$ cat src/csg_defines.svh
// Constants for the clock selector, output gate and fanout block.
`ifndef CSG_DEFINES_SVH
`define CSG_DEFINES_SVH

`define CSG_NUM_OUTPUTS     5
`define CSG_SYNC_STAGES     2
`define CSG_SEL_PRIMARY     1'h1
`define CSG_SEL_ALT         1'h0
`define CSG_GATE_ENABLED    1'h0
`define CSG_STD_LVDS        1'h0
`define CSG_STD_LVPECL      1'h1
`define CSG_RST_TRUE_LEVEL  1'h0
`define CSG_RST_COMP_LEVEL  1'h1

`endif

$ cat src/csg_pkg.sv
// Types shared by the clock selector, output gate and fanout block.
package csg_pkg;

  typedef struct packed {
    logic tru;
    logic comp;
  } csg_diff_s;

  typedef enum logic {
    CSG_LVDS,
    CSG_LVPECL
  } csg_std_e;

endpackage : csg_pkg

$ cat src/csg_fanout.sv
// Clock selector with synchronising output gate and fanout to differential pairs.
// Behaviour
// - A high input-pair select routes the primary pair to the outputs, a low one the alternate pair.
// - While the gate input is low, every output pair reproduces the selected input clock.
// - While the gate input is high, every true output is low and every complement output is high.
// - A change of the gate input reaches the outputs only at the next falling edge of the selected input clock.
// - Enabled outputs follow the selected input without inversion.
// - The output standard select picks LVDS when low, the default, and LVPECL when high.
`timescale 1ns/10ps
`include "csg_defines.svh"

module csg_fanout #(
  parameter int NUM_OUT = `CSG_NUM_OUTPUTS
) (
  input  wire logic               CLK,
  input  wire logic               SRST,
  input  wire csg_pkg::csg_diff_s PRIMARY_CLOCK_IN,
  input  wire csg_pkg::csg_diff_s ALT_CLOCK_IN,
  input  wire logic               INPUT_SELECT,
  input  wire logic               OUTPUT_GATE_N,
  input  wire logic               OUTPUT_STD_SELECT,
  output logic [NUM_OUT-1:0]      FANOUT_TRUE,
  output logic [NUM_OUT-1:0]      FANOUT_COMP,
  output csg_pkg::csg_std_e       OUTPUT_STD,
  output logic                    OUTPUTS_ACTIVE
);
  import csg_pkg::*;

  // Reset and gated-off state of a pair: true low, complement high.
  localparam csg_diff_s PAIR_LOW = '{tru: `CSG_RST_TRUE_LEVEL, comp: `CSG_RST_COMP_LEVEL};

  if (NUM_OUT < 1) begin : g_bad_num_out
    $error("csg_fanout: NUM_OUT must be at least one");
  end

  // The chains below are written out with exactly two stages each.
  if (`CSG_SYNC_STAGES != 2) begin : g_bad_sync_stages
    $error("csg_fanout: the synchronisers are built for two stages");
  end

  // Every input pin but SRST is asynchronous to CLK, so each passes two flip-flops before any
  // logic reads it; only the second stage of a chain is ever read.
  csg_diff_s prim_s1_r;
  csg_diff_s prim_s2_r;
  csg_diff_s alt_s1_r;
  csg_diff_s alt_s2_r;
  logic      sel_s1_r;
  logic      sel_s2_r;
  logic      gate_n_s1_r;
  logic      gate_n_s2_r;
  logic      std_s1_r;
  logic      std_s2_r;

  // Decoded level of the selected input and its falling edge.
  logic      lvl_r;
  logic      lvl_nxt;
  logic      falling;

  // Gate state: high while the outputs follow the selected clock.
  logic      gate_en_r;
  logic      gate_en_nxt;

  // Next output pair and next reported standard, registered below.
  csg_diff_s pair_nxt;
  csg_std_e  std_nxt;

  // Primary input pair.
  always_ff @(posedge CLK) begin
    if (SRST) begin
      prim_s1_r <= PAIR_LOW;
      prim_s2_r <= PAIR_LOW;
    end else begin
      prim_s1_r <= PRIMARY_CLOCK_IN;
      prim_s2_r <= prim_s1_r;
    end
  end

  // Alternate input pair.
  always_ff @(posedge CLK) begin
    if (SRST) begin
      alt_s1_r <= PAIR_LOW;
      alt_s2_r <= PAIR_LOW;
    end else begin
      alt_s1_r <= ALT_CLOCK_IN;
      alt_s2_r <= alt_s1_r;
    end
  end

  // Input-pair select. It resets to the alternate pair, the level that an
  // undriven select pin settles to.
  always_ff @(posedge CLK) begin
    if (SRST) begin
      sel_s1_r <= `CSG_SEL_ALT;
      sel_s2_r <= `CSG_SEL_ALT;
    end else begin
      sel_s1_r <= INPUT_SELECT;
      sel_s2_r <= sel_s1_r;
    end
  end

  // Gate pin. It resets to the closed level, so nothing reaches the outputs
  // before the first decoded fall after reset.
  always_ff @(posedge CLK) begin
    if (SRST) begin
      gate_n_s1_r <= ~`CSG_GATE_ENABLED;
      gate_n_s2_r <= ~`CSG_GATE_ENABLED;
    end else begin
      gate_n_s1_r <= OUTPUT_GATE_N;
      gate_n_s2_r <= gate_n_s1_r;
    end
  end

  // Output standard select. It resets to LVDS, the default standard, and is
  // not tied to the gate because it only chooses levels, not timing.
  always_ff @(posedge CLK) begin
    if (SRST) begin
      std_s1_r <= `CSG_STD_LVDS;
      std_s2_r <= `CSG_STD_LVDS;
    end else begin
      std_s1_r <= OUTPUT_STD_SELECT;
      std_s2_r <= std_s1_r;
    end
  end

  // Resolves a pair to a level; an equal pair is not a valid differential
  // state, so the previous level is kept rather than guessing one.
  function automatic logic diff_level(input csg_diff_s pair, input logic prev);
    logic lvl;
    lvl = prev;
    if (pair.tru && !pair.comp) begin
      lvl = 1'h1;
    end else if (!pair.tru && pair.comp) begin
      lvl = 1'h0;
    end
    return lvl;
  endfunction : diff_level

  // The select is not resynchronised to the selected clock, so a change while
  // the outputs run may cut a pulse; the gate should be closed first.
  always_comb begin
    if (sel_s2_r == `CSG_SEL_PRIMARY) begin
      lvl_nxt = diff_level(prim_s2_r, lvl_r);
    end else begin
      lvl_nxt = diff_level(alt_s2_r, lvl_r);
    end
  end

  assign falling = lvl_r & ~lvl_nxt;

  // The gate only moves while the selected clock goes low, which is the
  // phase in which the outputs are low either way, so no pulse is cut.
  always_comb begin
    gate_en_nxt = gate_en_r;
    if (falling) begin
      gate_en_nxt = (gate_n_s2_r == `CSG_GATE_ENABLED);
    end
  end

  // Decoded level of the selected clock, the reference for fall detection.
  always_ff @(posedge CLK) begin
    if (SRST) begin
      lvl_r <= 1'h0;
    end else begin
      lvl_r <= lvl_nxt;
    end
  end

  // Gate state; it only ever moves in a cycle that carries a fall.
  always_ff @(posedge CLK) begin
    if (SRST) begin
      gate_en_r <= 1'h0;
    end else begin
      gate_en_r <= gate_en_nxt;
    end
  end

  // Next output pair. The output register uses the gate state of the same
  // edge, so the cycle in which the gate moves already shows the new state.
  always_comb begin
    if (gate_en_nxt) begin
      pair_nxt = '{tru: lvl_nxt, comp: ~lvl_nxt};
    end else begin
      pair_nxt = PAIR_LOW;
    end
  end

  // All lanes are copies of one pair; the complement is always the inverse.
  always_ff @(posedge CLK) begin
    if (SRST) begin
      FANOUT_TRUE <= {NUM_OUT{PAIR_LOW.tru}};
      FANOUT_COMP <= {NUM_OUT{PAIR_LOW.comp}};
    end else begin
      FANOUT_TRUE <= {NUM_OUT{pair_nxt.tru}};
      FANOUT_COMP <= {NUM_OUT{pair_nxt.comp}};
    end
  end

  // Reports whether the gate is open, in step with the output register, so a
  // receiver can tell a held-low output from a slow input clock.
  always_ff @(posedge CLK) begin
    if (SRST) begin
      OUTPUTS_ACTIVE <= 1'h0;
    end else begin
      OUTPUTS_ACTIVE <= gate_en_nxt;
    end
  end

  // The standard is only reported here; the electrical levels are outside
  // this logic, so a change takes effect on the next edge without any gating.
  always_comb begin
    if (std_s2_r == `CSG_STD_LVPECL) begin
      std_nxt = CSG_LVPECL;
    end else begin
      std_nxt = CSG_LVDS;
    end
  end

  always_ff @(posedge CLK) begin
    if (SRST) begin
      OUTPUT_STD <= CSG_LVDS;
    end else begin
      OUTPUT_STD <= std_nxt;
    end
  end

endmodule : csg_fanout

$ cat config.mk
export PLATFORM = sky130hd
export DESIGN_NAME = csg_fanout
export DESIGN_NICKNAME = d
export VERILOG_FILES = /design/src/csg_pkg.sv /design/src/csg_fanout.sv
export VERILOG_INCLUDE_DIRS = /design/src
export SDC_FILE = /design/constraint.sdc
export NUM_CORES = 1
export LEC_CHECK = 0
export BUFFER_PORTS_ARGS = -buffer_cell sky130_fd_sc_hd__buf_4
export CAP_MARGIN = 20
export CORE_UTILIZATION = 38
export DETAILED_ROUTE_END_ITERATION = 8
export SLEW_MARGIN = 20
export SYNTH_ARGS = -nofsm -noshare
export SYNTH_HDL_FRONTEND = slang
export SYNTH_SLANG_ARGS = --single-unit
$ cat constraint.sdc
create_clock -name CLK -period 2.2 [get_ports CLK]
set_input_delay 0.22 -clock CLK [delete_from_list [all_inputs] [get_ports CLK]]
set_output_delay 0.22 -clock CLK [all_outputs]
set_load 0.005 [all_outputs]
* Word-level counts from Yosys, hierarchy flattened
Index checks and enable logic that the tools add are counted.
Widths: inputs -> output; s select.
** Storage, ports and cells
- Flip-flop bits (word level) :: 19
- Input bits :: 9
- Output and inout port bits :: 12
** Operators by class
- Mux-type cells :: 8
- Bitwise logic cells :: 3
- Reductions and logical operators :: 8
** Operator list (number)
- $mux 1 :: 7
- $logic_and 1x1->1 :: 4
- $logic_not 1->1 :: 4
- $mux 2 :: 1
- $not 1->1 :: 2
- $and 1x1->1 :: 1

* Depth between registers and ports, before layout
Gate-level depths: netlist of run 1.
- Depth in word-level cells :: 9
- Gate-level depth with buffers :: 5

* Least setup slack after synthesis of run 1
Ideal clock, no wire load.
- Path type :: register -> register
- From :: register sel_s2_r
- To :: register OUTPUTS_ACTIVE
- Library setup time :: 125 ps
- Arrival :: 767 ps
- Data required time :: 2075 ps
- Slack :: 1308 ps
- Cell stages (with the launch flop) :: 4
- Cells stage by stage :: dfxtp_1 and4bb_1 o21ai_1 o41ai_2
** Between the ends
- Cells in the longest elaborated chain, start to end :: 4
** Ends and longest elaborated chain
- from (decl) :: RTL line csg_fanout.sv:48 : logic sel_s2_r;
- from (signal assigned) :: RTL line csg_fanout.sv:94 : sel_s2_r <= `CSG_SEL_ALT;
- from (signal assigned) :: RTL line csg_fanout.sv:97 : sel_s2_r <= sel_s1_r;
- $mux 1 :: RTL line csg_fanout.sv:141 : if (sel_s2_r == `CSG_SEL_PRIMARY) begin
- $not 1->1 :: RTL line csg_fanout.sv:148 : assign falling = lvl_r & ~lvl_nxt;
- $and 1x1->1 :: RTL line csg_fanout.sv:148
- $mux 1 :: RTL line csg_fanout.sv:154 : if (falling) begin
- to (signal assigned) :: RTL line csg_fanout.sv:204 : OUTPUTS_ACTIVE <= gate_en_nxt;
- to (decl) :: RTL line csg_fanout.sv:25 : output logic OUTPUTS_ACTIVE
No other way between the ends.
A chain may end at the register's enable or synchronous reset.

* Worst setup path in the final report of run 1
- From :: register FANOUT_COMP[0] (netlist name)
- To :: output FANOUT_COMP[2]
** RTL lines
- to (decl) :: RTL line csg_fanout.sv:23 : output logic [NUM_OUT-1:0] FANOUT_COMP,
No word-level cell between the ends.

==> run summary, run 1 <==
========================================================================
Switching portion of total power                                   20.5%
RSZ-0062 raised after global routing                                  no
Power spent charging and discharging nets                       0.114 mW
Worst Setup Slack, final                                         1.17 ns
Worst rel slew slack                                               79.0%
Number of synthesized register bits                                   19
Global-route usage over all layers                                 10.6%
Share of the clock period used by the worst path                   46.9%
CP endpoint                                                 FANOUT_COMP[2]
Overall overflow remaining after global route                          0
Critical path's largest stage delay                              0.39 ns
Cell types with the largest area share after synthesis      sky130_fd_sc_hd__dfxtp_1 56%, sky130_fd_sc_hd__buf_4 8.9%, sky130_fd_sc_hd__nor2b_1 7.4%
Count of final hold-check violations                                   0
FP Rows                                                               14
Remaining DRCs                                                         0
Floorplan Core Area                                             1580 um2
Pwr dens                                                      702 nW/um2
Number of setup buffers added after CTS                                0
Setup violation total in the final timing report                       0
Sinks on the clock net                                                19
Area of the mapped netlist                                       677 um2
Kind of critical path                                         reg -> out
Clock period minus worst slack                                   1.03 ns
Number of gates given a new drive strength after cts                   0
CTS root buffer                                             sky130_fd_sc_hd__clkbuf_4
Antenna violations before repair                                       0
Worst Tran Pin Value                                            0.314 ns
Setup Skew                                                    0.00410 ns
Worst skew pair latency                                          0.29 ns
I/O pin cnt                                                           21
Maximum vdd drop                                              0.000366 V
Number of nets still failing antenna checks after routing              0
CP required                                                      1.98 ns
Post-Place Setup Slack                                           1.25 ns
Avg Vias per Cell                                                   4.43
Floorplan die area                                              1950 um2
Delay-heaviest family, CP                                     flip-flops
Part of the power in registers                                     64.8%
Layout cells sized above 1                                         33.3%
Classification of the worst-slack hold path                    in -> reg
Initial core utilization                                           42.9%
Placed Cells                                                          87
Post-synth top area share                                          56.2%
Share of power burned in combinational logic                        4.9%
Hold Buf Count CTS                                                     0
R2r startpoint                                              sel_s2_r$_SDFF_PP0_
Clock share of power                                               30.3%
Die height                                                       44.2 um
Seq/Total Area, Yosys                                              56.2%
First-pass GRT wire length                                       1480 um
Count of different cell masters after synthesis                       18
Reg2reg setup slack                                              1.24 ns
Net count after synthesis                                             70
Final layout net count                                                85
Element type at the critical path start                         register
Worst path bufs/invs                                                   1
Antenna cells                                                          0
Setup TNS Final                                                     0 ns
Area post-placement                                              764 um2
Via count of the first global-routing pass                           358
Instance count of the mapped netlist                                  61
CTS buffer count                                                       3
Cell type of the slowest stage on the worst timing path     sky130_fd_sc_hd__dfxtp_1
Clk slew on worst S/H paths                                      0.10 ns
Average footprint of a synthesized cell                         11.1 um2
Starting DRC count in detailed routing                                 4
Area growth from synthesis to layout                               17.0%
Final Non-Filler Cells                                                91
Pin count of the biggest net entering global routing                  20
Yosys warnings                                                         0
Max Clock Freq                                                   968 MHz
Number of cells on the worst reg-to-reg path                           3
Critical path peak fanout                                              5
Routed WL per cell                                               8.91 um
Die width                                                        44.2 um
Worst reg2reg path endpoint                                 OUTPUTS_ACTIVE$_SDFF_PP0_
Via total after detailed routing                                     403
Crit path from                                              FANOUT_COMP[0]$_SDFF_PP1_
Detailed-router iteration count before antenna repair                  5
Run status                                                  finished clean
Pleak                                                           0.364 nW
Final Max Tran Viols                                                   0
Clock H-tree levels                                                    1
Count of buffers inserted at the top-level ports                      20
Max Cap Viol                                                           0
Max clock buf depth                                                    2
Total Wirelength                                                  811 um
Crit path cell chain                                               buf_4
Cell taking the most area after synthesis                   sky130_fd_sc_hd__dfxtp_1
Internal power                                                  0.442 mW
Final Total Pwr                                                 0.556 mW
Number of cells on the critical path                                   1
CTS tree                                                             yes
Crit path DAT                                                    0.81 ns
Final instance area                                              792 um2
Final RePlAce weighted congestion                                  0.775
Crit path capture type                                       output port
========================================================================
-- per-layer routing --
layer	share of wire, %	up-vias	track usage [%]
met3	8.1	0	6.12
met2	47	17	17.1
met5	0	-	0
met4	0	0	3.64
met1	44	171	11.7
li1	-	215	-
-- synth_stat cells, drive strengths merged --
cell	count
nand2b	2
nor2	2
o211ai	1
a21o	1
dfxtp	19
or2	6
nand2	1
inv	2
a21oi	1
and2b	3
o2111ai	1
buf	10
o21ai	1
o41ai	1
nor2b	8
and4b	1
and4bb	1
-- state kept, by name, indices dropped and copies added, names as in the netlist --
register	count
prim_s1_r	2
std_s2_r	1
OUTPUT_STD	1
std_s1_r	1
prim_s2_r	2
alt_s2_r	2
FANOUT_TRUE	1
gate_n_s2_r	1
gate_n_s1_r	1
sel_s1_r	1
alt_s1_r	2
sel_s2_r	1
lvl_r	1
FANOUT_COMP	1
OUTPUTS_ACTIVE	1
-- layout by cell type (no fill, tap or decap) --
master                      synthesis  routed
sky130_fd_sc_hd__a21o_1             1       1
sky130_fd_sc_hd__a21oi_1            1       1
sky130_fd_sc_hd__and2b_1            3       3
sky130_fd_sc_hd__and4b_1            1       1
sky130_fd_sc_hd__and4bb_1           1       1
sky130_fd_sc_hd__buf_4              8      20
sky130_fd_sc_hd__clkbuf_4           0       3
sky130_fd_sc_hd__clkinv_2           0       1
sky130_fd_sc_hd__dfxtp_1           19      19
sky130_fd_sc_hd__inv_1              2       2
sky130_fd_sc_hd__nand2_1            1       1
sky130_fd_sc_hd__nand2b_1           2       2
sky130_fd_sc_hd__nor2_1             2       2
sky130_fd_sc_hd__nor2b_1            8       8
sky130_fd_sc_hd__o2111ai_1          1       1
sky130_fd_sc_hd__o211ai_1           1       1
sky130_fd_sc_hd__o21ai_1            1       1
sky130_fd_sc_hd__o41ai_2            1       1
sky130_fd_sc_hd__or2_1              6       6
-- metrics by stage --
stage / hold WS [ns] / util (%)
2_1_floorplan: 0.317 / -
3_3_place_gp: 0.385 / 48.5
3_5_place_dp: 0.388 / 48.5
4_1_cts: 0.0878 / 50.2
5_1_grt: 0.0749 / 50.2
6_report: 0.0988 / 50.2
-- power by group through the flow --
| stage | registers, mW | logic [mW] | clock network (mW) |
|---|---|---|---|
| 2_1_floorplan | 0.367 | 0.0183 | 0 |
| 3_3_place_gp | 0.368 | 0.0274 | 0 |
| 3_5_place_dp | 0.368 | 0.0277 | 0 |
| 4_1_cts | 0.360 | 0.0277 | 0.177 |
| 5_1_grt | 0.362 | 0.0307 | 0.199 |
| 6_report | 0.360 | 0.0271 | 0.168 |
-- worst min path at each step --
stage / slack (ns) / depth (start not counted) / start / to
final: 0.1 / 2 / OUTPUT_GATE_N / gate_n_s1_r$_SDFF_PP1_
after global routing: 0.07 / 2 / OUTPUT_GATE_N / gate_n_s1_r$_SDFF_PP1_
after CTS: 0.09 / 2 / ALT_CLOCK_IN[0] / alt_s1_r[0]$_SDFF_PP1_
after detailed placement: 0.39 / 1 / alt_s1_r[0]$_SDFF_PP1_ / alt_s2_r[0]$_SDFF_PP1_
after global placement: 0.39 / 1 / prim_s1_r[0]$_SDFF_PP1_ / prim_s2_r[0]$_SDFF_PP1_
after floorplan: 0.32 / 1 / ALT_CLOCK_IN[0] / alt_s1_r[0]$_SDFF_PP1_
-- layout make-up --
type,count,area (um2)
clock buffer,3,22.5
sequential,19,380
timing repair buffer,20,150
multi-input combinational,30,206
fill,152,785
tap,16,20.0
clock inverter,1,5.00
inverter,2,7.51
-- logic make-up (layout without fill, tap and decap cells) --
family                 after synthesis  count (layout)  share of synthesized area (%)
and+or+nand+nor                     24              24                           23.1
buffers and inverters               12              26                           13.3
DFF                                 19              19                           56.2
AOI/OAI and AO/OA                    6               6                           7.39
No activity file was read; power rests on OpenSTA's default activity.
==> run 2: changes to the inputs <==
==> constraint.sdc (replaced) <==
create_clock -name CLK -period 0.8 [get_ports CLK]
set_input_delay 0.08 -clock CLK [delete_from_list [all_inputs] [get_ports CLK]]
set_output_delay 0.08 -clock CLK [all_outputs]
set_load 0.005 [all_outputs]
==> run 2 against run 1 <==
Against the previous run:
- via count up 12%
- largest cell class unchanged
- the flow now finishes with violations (design-rule violations, negative setup slack)
- non-clock buffer count increased by 8
- highest routed layer is now met4
- utilization up 9.4 points
==> run summary, run 2 (same netlist as run 1, synthesis figures left out) <==
========================================================================
Area growth from synthesis to layout                               39.0%
First-pass GRT wire length                                       1460 um   -0.95%
Sinks on the clock net                                                19   unchanged
Worst rel slew slack                                               80.6%   +1.5 points
Via count of the first global-routing pass                           384   +7.3%
Floorplan die area                                              1950 um2   unchanged
Total Wirelength                                                  970 um   +20%
Initial core utilization                                           42.9%   unchanged
Cell type of the slowest stage on the worst timing path     sky130_fd_sc_hd__dfxtp_2
Critical path's largest stage delay                              0.35 ns   -0.04 ns
Overall overflow remaining after global route                          0   unchanged
Die height                                                       44.2 um   unchanged
Reg2reg setup slack                                             -0.13 ns   -1.37 ns
Count of buffers inserted at the top-level ports                      20   unchanged
Worst Tran Pin Value                                            0.290 ns   -0.0242 ns
Max Cap Viol                                                           0   unchanged
Die width                                                        44.2 um   unchanged
Share of the clock period used by the worst path                    116%
Kind of critical path                                         reg -> reg
Worst skew pair latency                                          0.29 ns   about the same
Most frequent cells in the layout                           11 x sky130_fd_sc_hd__dfxtp_1, 11 x sky130_fd_sc_hd__buf_4, 9 x sky130_fd_sc_hd__buf_6
Via total after detailed routing                                     452   +12%
Failing checks                                              design-rule violations, negative setup slack
Run status                                                  finished, violations left
Crit path cell chain                                        and4b_1 > o41ai_2
Critical path peak fanout                                              3   -2
Maximum vdd drop                                               0.00119 V   +230%
I/O pin cnt                                                           21   unchanged
Routed WL per cell                                               9.80 um   +9.9%
Clock H-tree levels                                                    1   unchanged
Number of setup buffers added after CTS                                0   unchanged
Hold_ws                                                        0.0193 ns   -0.0795 ns
Final Non-Filler Cells                                                99   +8.8%
Pleak                                                           0.413 nW   +14%
Clock period minus worst slack                                  0.928 ns
Remaining DRCs                                                         3   +3
Starting DRC count in detailed routing                                 6   +2
Final Max Tran Viols                                                   0   unchanged
RSZ-0062 raised after global routing                                 yes
Antenna violations before repair                                       0   unchanged
CTS tree                                                             yes
Final instance area                                              941 um2   +19%
Filler cell count in the final layout                                131   -14%
Placed Cells                                                          88   +1.1%
Antenna cells                                                          0   unchanged
Classification of the worst-slack hold path                    in -> reg
Detailed-router iteration count before antenna repair                  7   +2
Layout cells sized above 1                                         44.6%   +11 points
Worst Setup Slack, final                                       -0.128 ns   -1.30 ns
Avg Vias per Cell                                                   4.57   +3.1%
FP Rows                                                               14   unchanged
Area post-placement                                              787 um2   +2.9%
Count of final hold-check violations                                   0   unchanged
CP required                                                      1.00 ns   -0.98 ns
Pin count of the biggest net entering global routing                  16   -20%
Setup Skew                                                     0.0115 ns   +0.00743 ns
Final RePlAce weighted congestion                                  0.626   -19%
Max Clock Freq                                                  1080 MHz
Number of nets still failing antenna checks after routing              0   unchanged
Crit path capture type                                          register
Final layout net count                                                93   +9.4%
CTS buffer count                                                       3   unchanged
Global-route usage over all layers                                 10.9%   +0.30 points
Pwr dens                                                     1670 nW/um2   +140%
Final HPWL DP                                                     581 um
Element type at the critical path start                         register
Max clock buf depth                                                    2   unchanged
Crit path DAT                                                    1.13 ns   +0.32 ns
Setup violation total in the final timing report                      15   +15
Clk slew on worst S/H paths                                      0.11 ns   about the same
CTS root buffer                                             sky130_fd_sc_hd__clkbuf_4
Floorplan Core Area                                             1580 um2   unchanged
========================================================================
## run 2: cell types whose count changed in the layout (fill, tap and decap cells not counted), sizes merged
cell,before,now
dlygate4sd3,0,7
buf,20,21
## run 2: per-layer routing
layer  up-vias  part of all wire, %  wire length (um)  global-route usage, %
met4         0                  1.9                18                   10.9
met1       200                   40               385                   9.54
met2        18                   52               509                   19.7
li1        232                    -                 -                      -
met5         -                    0                 0                      0
met3         2                  5.9                57                   2.45
## run 2: per-stage QoR
stage	setup WS (ns)	TNS, ns	utilization (%)	total power, mW
floorplan	-0.0659	-0.176	-	1.06
global placement	-0.111	-0.322	49.9	1.10
detailed placement	-0.115	-0.411	49.9	1.10
CTS	-0.127	-1.48	57.5	1.58
global route	-0.201	-1.83	59.7	1.64
finish	-0.128	-1.24	59.7	1.57
## run 2: where the power goes
part	switching, mW	internal [mW]
registers	0.0118	0.978
logic	0.0345	0.0832
clock network	0.281	0.186
## run 2: path summary, 6_finish.rpt
| check | startpoint | end | cells past startpoint |
|---|---|---|---|
| worst max-delay path | prim_s2_r[0]$_SDFF_PP1_ | OUTPUTS_ACTIVE$_SDFF_PP0_ | 2 |
| worst min-delay path | SRST | OUTPUTS_ACTIVE$_SDFF_PP0_ | 2 |
| worst max register to register | prim_s2_r[0]$_SDFF_PP1_ | OUTPUTS_ACTIVE$_SDFF_PP0_ | 2 |
| worst min register to register | alt_s1_r[0]$_SDFF_PP1_ | alt_s2_r[0]$_SDFF_PP1_ | 1 |
## run 2: what timing repair did
item                                    CTS  global route
hold endpoints to repair                  7             0
pin swaps                                 1             1
hold buffers                              7             0
gates resized for setup                   7            12
endpoints found under the setup margin   16            16
## run 2: worst max-delay path, delay by kind of cell (launching register included)
family          cells  cell delay, ns
flops               1            0.35
simple gates        1            0.23
compound gates      1            0.26
## run 2: area by class of cell
class	instances	area [um2]	area share [%]
multi-input combinational	30	219	23.3
clock buffer	3	22.5	2.39
inverter	2	7.51	0.798
sequential	19	393	41.8
timing repair buffer	28	274	29.1
tap	16	20.0	2.13
clock inverter	1	5.00	0.532
